`src/pmw_map.svh`:
```
// register and port constants for the planar memory write block
// assumes: included by the core by bare name
`ifndef PMW_MAP_SVH
`define PMW_MAP_SVH
// ==========================================================
// i/o ports of the graphics index/data pair
`define PMW_IO_INDEX 16'h03CE
`define PMW_IO_DATA 16'h03CF
// ==========================================================
// register indices behind the data port
`define PMW_IDX_SET_RESET 8'h00
`define PMW_IDX_SR_ENABLE 8'h01
`define PMW_IDX_ROTATE 8'h03
`define PMW_IDX_MODE 8'h05
`define PMW_IDX_MISC 8'h06
`define PMW_IDX_BIT_MASK 8'h08
// ==========================================================
// field positions
`define PMW_MODE_WM_LSB 0
`define PMW_MISC_GMS_BIT 0
`define PMW_MISC_OES_BIT 1
`define PMW_MISC_MAP_LSB 2
// ==========================================================
// reset values
`define PMW_RST_REG 8'h00
// ==========================================================
// cpu window codes and bases
`define PMW_MAP_128K 2'h0
`define PMW_MAP_64K 2'h1
`define PMW_MAP_32K_LO 2'h2
`define PMW_MAP_32K_HI 2'h3
`define PMW_BASE_A 3'h5
`define PMW_BASE_A64 4'hA
`define PMW_BASE_B0 5'h16
`define PMW_BASE_B8 5'h17
`endif

```
`src/pmw_pkg.sv`:
```
// types shared by the planar memory write block
// assumes: pmw_map.svh sits in the same folder
package pmw_pkg;
  // ==========================================================
  // write modes
  typedef enum logic [1:0] {
    PMW_WM_SR_ROT = 2'b00,
    PMW_WM_LATCH = 2'b01,
    PMW_WM_EXPAND = 2'b10,
    PMW_WM_SR_MASK = 2'b11
  } pmw_wmode_t;
  // ==========================================================
  // i/o cycle from the cpu
  typedef struct packed {
    logic wr;
    logic rd;
    logic [15:0] addr;
    logic [7:0] wdata;
  } pmw_io_req_t;
  // cpu memory cycle
  typedef struct packed {
    logic wr;
    logic rd;
    logic [19:0] addr;
    logic [7:0] wdata;
  } pmw_cpu_req_t;
  // request to the four planes
  typedef struct packed {
    logic wr;
    logic rd;
    logic [16:0] addr;
    logic [3:0] plane_en;
    logic [31:0] wdata;
  } pmw_vmem_req_t;
endpackage

```
`src/pmw_core.sv`:
```
// planar memory write core: graphics registers, write modes, cpu window
// assumes: one 200 MHz core_clk, synchronous inputs, plane memory outside
//
// Summary of operation
// RULE1: the low two bits of the mode register pick one of four write modes.
// RULE2: in mode 0 a plane with set/reset enabled takes its set/reset bit, others rotated data.
// RULE3: in mode 1 every plane is written with the latches from the last memory read.
// RULE4: in mode 1 set/reset, its enables and the bit mask have no effect.
// RULE5: in mode 2 plane n takes cpu data bit n on all bits, then goes through the bit mask.
// RULE6: in mode 3 each plane takes its set/reset bit, enabled by bit mask and rotated data.
// RULE7: a bit whose mask is 0 takes the latch bit in every plane, others the mode result.
// RULE8: misc bits 3:2 choose which cpu address window decodes as video memory.
// RULE9: with odd/even off, cpu address bit 0 goes straight to memory address bit 0.
// RULE10: with odd/even on, memory address bit 0 comes from a higher bit and cpu bit 0 steers maps.
// RULE11: in odd/even, cpu bit 0 low hits maps 0 and 2, high hits maps 1 and 3.
// RULE12: misc bit 0 selects text addressing when 0 and graphics when 1.
`timescale 1ns/1ps
`include "pmw_map.svh"

module pmw_core
(
  input wire logic core_clk,
  input wire logic rst_n,
  input wire pmw_pkg::pmw_io_req_t io_req,
  output logic [7:0] io_rdata,
  input wire pmw_pkg::pmw_cpu_req_t cpu_req,
  input wire logic vmem_rvalid,
  input wire logic [31:0] vmem_rdata,
  output pmw_pkg::pmw_vmem_req_t vmem_req,
  output logic cpu_hit,
  output logic text_or_graphics_select
);
  import pmw_pkg::*;

  // ==========================================================
  // helper functions

  // rotate right, used for cpu data in modes 0 and 3
  function automatic logic [7:0] pmw_rotr(input logic [7:0] d, input logic [2:0] n);
    logic [15:0] w;
    w = {d, d} >> n;
    return w[7:0];
  endfunction

  // window decode: hit flag and 17-bit window offset
  function automatic logic [17:0] pmw_decode(input logic [1:0] map, input logic [19:0] a);
    logic hit;
    logic [16:0] off;
    hit = 1'b0;
    off = 17'h00000;
    unique case (map)
      `PMW_MAP_128K:
      begin
        hit = (a[19:17] == `PMW_BASE_A);
        off = a[16:0];
      end
      `PMW_MAP_64K:
      begin
        hit = (a[19:16] == `PMW_BASE_A64);
        off = {1'b0, a[15:0]};
      end
      `PMW_MAP_32K_LO:
      begin
        hit = (a[19:15] == `PMW_BASE_B0);
        off = {2'b00, a[14:0]};
      end
      `PMW_MAP_32K_HI:
      begin
        hit = (a[19:15] == `PMW_BASE_B8);
        off = {2'b00, a[14:0]};
      end
    endcase
    return {hit, off};
  endfunction

  // ==========================================================
  // register file
  logic [7:0] index_reg;
  logic [7:0] set_reset;
  logic [7:0] sr_enable;
  logic [7:0] rotate;
  logic [7:0] mode;
  logic [7:0] graphics_misc_control;
  logic [7:0] bit_mask;
  logic [7:0] io_rdata_q;
  logic [7:0] next_index_reg;
  logic [7:0] next_set_reset;
  logic [7:0] next_sr_enable;
  logic [7:0] next_rotate;
  logic [7:0] next_mode;
  logic [7:0] next_misc;
  logic [7:0] next_bit_mask;
  logic [7:0] next_io_rdata;
  logic data_wr;

  // index port write, data port write to the indexed register
  always_comb
  begin
    next_index_reg = index_reg;
    next_set_reset = set_reset;
    next_sr_enable = sr_enable;
    next_rotate = rotate;
    next_mode = mode;
    next_misc = graphics_misc_control;
    next_bit_mask = bit_mask;
    next_io_rdata = io_rdata_q;
    data_wr = io_req.wr && (io_req.addr == `PMW_IO_DATA);
    if (io_req.wr && (io_req.addr == `PMW_IO_INDEX))
      next_index_reg = io_req.wdata;
    if (data_wr)
    begin
      unique case (index_reg)
        `PMW_IDX_SET_RESET: next_set_reset = {4'h0, io_req.wdata[3:0]};
        `PMW_IDX_SR_ENABLE: next_sr_enable = {4'h0, io_req.wdata[3:0]};
        `PMW_IDX_ROTATE: next_rotate = {5'h00, io_req.wdata[2:0]};
        `PMW_IDX_MODE: next_mode = {6'h00, io_req.wdata[1:0]}; // [RULE1]
        `PMW_IDX_MISC: next_misc = {4'h0, io_req.wdata[3:0]}; // reserved bits read zero
        `PMW_IDX_BIT_MASK: next_bit_mask = io_req.wdata;
        default: next_misc = graphics_misc_control; // unmapped index ignored
      endcase
    end
    // read data is held until the next i/o read
    if (io_req.rd)
    begin
      if (io_req.addr == `PMW_IO_INDEX)
        next_io_rdata = index_reg;
      else if (io_req.addr == `PMW_IO_DATA)
      begin
        unique case (index_reg)
          `PMW_IDX_SET_RESET: next_io_rdata = set_reset;
          `PMW_IDX_SR_ENABLE: next_io_rdata = sr_enable;
          `PMW_IDX_ROTATE: next_io_rdata = rotate;
          `PMW_IDX_MODE: next_io_rdata = mode;
          `PMW_IDX_MISC: next_io_rdata = graphics_misc_control;
          `PMW_IDX_BIT_MASK: next_io_rdata = bit_mask;
          default: next_io_rdata = 8'h00;
        endcase
      end
      else
        next_io_rdata = 8'h00;
    end
  end

  always_ff @(posedge core_clk)
  begin
    if (!rst_n)
    begin
      index_reg <= `PMW_RST_REG;
      set_reset <= `PMW_RST_REG;
      sr_enable <= `PMW_RST_REG;
      rotate <= `PMW_RST_REG;
      mode <= `PMW_RST_REG;
      graphics_misc_control <= `PMW_RST_REG;
      bit_mask <= `PMW_RST_REG;
      io_rdata_q <= `PMW_RST_REG;
    end
    else
    begin
      index_reg <= next_index_reg;
      set_reset <= next_set_reset;
      sr_enable <= next_sr_enable;
      rotate <= next_rotate;
      mode <= next_mode;
      graphics_misc_control <= next_misc;
      bit_mask <= next_bit_mask;
      io_rdata_q <= next_io_rdata;
    end
  end

  assign io_rdata = io_rdata_q;
  // text/graphics select is the misc flop itself
  assign text_or_graphics_select = graphics_misc_control[`PMW_MISC_GMS_BIT]; // [RULE12]

  // ==========================================================
  // processor latches
  logic [31:0] latch;
  logic [31:0] next_latch;

  // loaded by every plane read so mode 1 and the mask see the last read
  always_comb
  begin
    next_latch = latch;
    if (vmem_rvalid)
      next_latch = vmem_rdata; // [RULE3]
  end

  always_ff @(posedge core_clk)
  begin
    if (!rst_n)
      latch <= 32'h00000000;
    else
      latch <= next_latch;
  end

  // ==========================================================
  // write data path and address mapping
  pmw_vmem_req_t vmem_q;
  pmw_vmem_req_t next_vmem;
  logic hit_q;
  logic next_hit;
  pmw_wmode_t wmode;
  logic [7:0] rot_data;
  logic [7:0] mode_data;
  logic [7:0] ena;
  logic [17:0] dec;
  logic [16:0] off;
  logic odd_even;

  always_comb
  begin
    wmode = pmw_wmode_t'(mode[`PMW_MODE_WM_LSB +: 2]);
    rot_data = pmw_rotr(cpu_req.wdata, rotate[2:0]);
    dec = pmw_decode(graphics_misc_control[`PMW_MISC_MAP_LSB +: 2], cpu_req.addr); // [RULE8]
    off = dec[16:0];
    odd_even = graphics_misc_control[`PMW_MISC_OES_BIT];
    next_hit = dec[17] && (cpu_req.wr || cpu_req.rd);
    next_vmem = '0;
    next_vmem.wr = cpu_req.wr && dec[17];
    next_vmem.rd = cpu_req.rd && dec[17];
    mode_data = 8'h00;
    ena = 8'h00;
    // per plane: mode result, then mask bits 0 fall back to the latch
    for (int p = 0; p < 4; p++)
    begin
      unique case (wmode)
        PMW_WM_SR_ROT:
        begin
          mode_data = sr_enable[p] ? {8{set_reset[p]}} : rot_data; // [RULE2]
          ena = bit_mask;
        end
        PMW_WM_LATCH:
        begin
          mode_data = latch[p*8 +: 8]; // [RULE3]
          ena = 8'hFF; // mask and set/reset play no part [RULE4]
        end
        PMW_WM_EXPAND:
        begin
          mode_data = {8{cpu_req.wdata[p]}}; // [RULE5]
          ena = bit_mask;
        end
        PMW_WM_SR_MASK:
        begin
          mode_data = {8{set_reset[p]}}; // [RULE6]
          ena = bit_mask & rot_data; // [RULE6]
        end
      endcase
      next_vmem.wdata[p*8 +: 8] = (mode_data & ena) | (latch[p*8 +: 8] & ~ena); // [RULE7]
    end
    // odd/even replaces address bit 0 with offset bit 16, which is 0 outside the 128K window
    if (odd_even)
    begin
      next_vmem.addr = {off[16:1], off[16]}; // [RULE10]
      next_vmem.plane_en = cpu_req.addr[0] ? 4'hA : 4'h5; // [RULE11]
    end
    else
    begin
      next_vmem.addr = off; // [RULE9]
      next_vmem.plane_en = 4'hF;
    end
  end

  // registered so the plane request leaves straight from flops
  always_ff @(posedge core_clk)
  begin
    if (!rst_n)
    begin
      vmem_q <= '0;
      hit_q <= 1'b0;
    end
    else
    begin
      vmem_q <= next_vmem;
      hit_q <= next_hit;
    end
  end

  assign vmem_req = vmem_q;
  assign cpu_hit = hit_q;
endmodule // pmw_core

```
`config.mk`:
```
export PLATFORM = sky130hd
export DESIGN_NAME = pmw_core
export DESIGN_NICKNAME = d
export VERILOG_FILES = /design/src/pmw_pkg.sv /design/src/pmw_core.sv
export VERILOG_INCLUDE_DIRS = /design/src
export SDC_FILE = /design/constraint.sdc
export NUM_CORES = 1
export LEC_CHECK = 0
export BUFFER_PORTS_ARGS = -buffer_cell sky130_fd_sc_hd__clkbuf_2
export CAP_MARGIN = 20
export CORE_MARGIN = 2
export CORE_UTILIZATION = 23
export CTS_BUF_LIST = sky130_fd_sc_hd__clkbuf_16
export DETAILED_ROUTE_END_ITERATION = 8
export PLACE_DENSITY_LB_ADDON = 0.1
export SLEW_MARGIN = 20
export SYNTH_ARGS = -nofsm -noshare
export SYNTH_HDL_FRONTEND = slang
export SYNTH_SLANG_ARGS = --single-unit
```
`constraint.sdc`:
```
create_clock -name core_clk -period 4.2 [get_ports core_clk]
set_input_delay 0.42 -clock core_clk [delete_from_list [all_inputs] [get_ports core_clk]]
set_output_delay 0.42 -clock core_clk [all_outputs]
set_load 0.02 [all_outputs]
```
==> results.yml <==
timing:
  maxSlewViolCount: 0
  fin_setup_tns_ns: 0
  finalCritPeriodShare_pct: 61.4
  worst_pin_slew_ns: 1.10
  slew_headroom_pct: 26.8
  setup_viol: 0
  finalCriticalPeriod_ns: 2.58
  rsz0062_at_grt: "false"
  max_freq_mhz: 388
  final_hold_viol_count: 0
  fin_skew_ns: 0.00787
yosys:
  synth_top_flop_cell: "dfxtp_1"
  syn-cell-area_um2: 5950
  avgSynthCellArea_um2: 9.13
  synth_cells: 652
  yosysTopAreaCell: "dfxtp_1"
  synth_edf_count: 0
  synth_area_leaders: "dfxtp_1 (43%), mux2i_1 (10%), a21oi_1 (5.6%), nor2_1 (3.7%), o211ai_1 (3.0%)"
  async_reset_ff_share_pct: 0
  synth_nets: 743
  ys_seq_area_share_pct: 42.7
  yosysWarnings: 0
  ys_types: 49
  synth_top_area_share_pct: 42.7
  ys_ff_latch: 127
grt:
  antenna_found_initial: 0
  grtUsageTotal_pct: 15.3
  overflow: 0
  grt_pass1_wl_mm: 31.3
  grt_max_degree: 40
  grt_pass1_vias: 5485
cts:
  cts_setup_buffers: 0
  cts_tree: "done"
  cts_buffers: 17
  cts_root_buf: "clkbuf_16"
  h-tree-depth: 4
  ctsLongestPathBuffers: 2
  cts.sinks: 127
  cts_resized: 0
  cts_hold_buf: 0
  path_clk_slew_ns: 0.06
  clkLatencyLatePin_ns: 0.42
floorplan:
  row_count: 58
  die_area_um2: 27200
  core_um2: 25300
  io_pins: 156
  floorplan.initialDensity_pct: 23.5
  die_x_um: 165
  die_h_um: 165
placement:
  hpwl_mm: 15.1
  dpl_cell_area_um2: 7000
  numPortBuffers: 155
  finalWeightedCongestion: 0.851
power:
  power.density_nw_per_um2: 391
  power_mw: 2.96
  irDropWorstVdd_uv: 181
  p_leak_nw: 3.24
job:
  maxCapViolCount: 0
layout:
  drive_gt1_share_pct: 25.8
  nets: 876
  design_area_um2: 7560
  largest_register_ff_count: 53
  diodes: 0
  syn_to_final_growth_pct: 27.0
  multi_input_area_um2: 3190
  regArea_um2: 2540
  fill_cells: 2709
detailed_routing:
  drc: 0
  vias: 5525
  dr.pass1.iters: 5
  viasPerCell: 4.91
  wl_per_cell_um: 18.4
  drt-total-wl_mm: 20.7
  dr.first_iter.drc_count: 449
  drtAntennaViolNets: 0
outcome:
  status: "completed"
worst_setup_path:
  end_kind: "register"
  worst-endpoint-required_ns: 4.48
  startpoint_type: "register"
  reg2reg_depth: 4
  critical_path_peak_fanout: 19
  crit_arrival_ns: 2.86
  worstSetupPathType: "reg2reg"
min_path:
  min_path_type: "in2reg"
  hold_path_depth: 2
[layout make-up]
type                            instances  area share (%)
Clock buffer                           17            5.63
Inverter                                6           0.315
Clock inverter                         13            1.75
Tap cell                              330            5.46
Sequential cell                       127            33.6
Multi-Input combinational cell        470            42.1
Timing Repair Buffer                  163            11.1
[kinds of logic after synthesis]
family                    count (synthesis)  share of synthesized area (%)
buffers and inverters                    55                           3.74
xor gates and xnor gates                  1                          0.147
and+or+nand+nor                         184                           16.3
DFF                                     127                           42.7
AOI/OAI and AO/OA                       212                           23.8
muxes                                    73                           13.3
[through the flow]
| stage | hold WS, ns | util [%] | worst slack, ns | std cells |
|---|---|---|---|---|
| finish | 0.205 | 29.8 | 1.62 | 1126 |
| detailed placement | 0.461 | 27.6 | 1.59 | 1096 |
| floorplan | 0.439 | - | 2.09 | 652 |
| CTS | 0.185 | 29.8 | 1.63 | 1126 |
| global placement | 0.458 | 27.6 | 1.65 | 1096 |
| global route | 0.195 | 29.8 | 1.40 | 1126 |
[final timing paths]
kind / to / slack [ns] / startpoint
setup / recovery: vmem_req[21] / 1.62 / mode[0]
hold / removal: vmem_req[44] / 0.20 / cpu_req[16]
setup reg to reg: vmem_req[21] / 1.62 / mode[0]
hold reg to reg: index_reg[6] / 0.47 / index_reg[6]
[cell usage in the layout (no fill, tap or decap), drive strengths merged, types with 16 or more instances in the layout]
cell type,count
a21oi,66
a311oi,16
and2,22
clkbuf,172
dfxtp,127
mux2i,61
nand2,35
nand3,17
nor2,59
o211ai,24
o21ai,24
[report_power, final]
part | internal [mW] | total [mW] | switching [mW]
combinational | 0.104 | 0.250 | 0.146
clock | 0.907 | 1.43 | 0.523
sequential | 1.25 | 1.28 | 0.0295
[layer usage]
metal	vias up	part of all wire, %	track usage (%)
li1	2711	-	-
met1	2614	46	20.2
met2	168	46	23.8
met3	32	6.1	4.22
met4	0	2.1	5.53
met5	-	0	0
[cell usage after synthesis (all sizes together) (6+ instances only)]
cell       n
o21a      14
inv        6
nor2      59
o22ai     12
dfxtp    127
nand4      7
mux2       8
mux2i     61
a31oi     10
a21oi     66
o211a     12
nand2     35
o211ai    24
a311oi    16
nand2b    12
o2111ai   12
o21ai     24
nand3     17
buf       19
and2      22
clkbuf    30
[critical path, stage by stage, from the launching register on]
cell	delay, ns
dfxtp_1	0.84
mux2i_1	0.20
a21oi_1	0.80
o211ai_1	0.18
a311oi_1	0.43
Power figures use the tool's default switching activity.
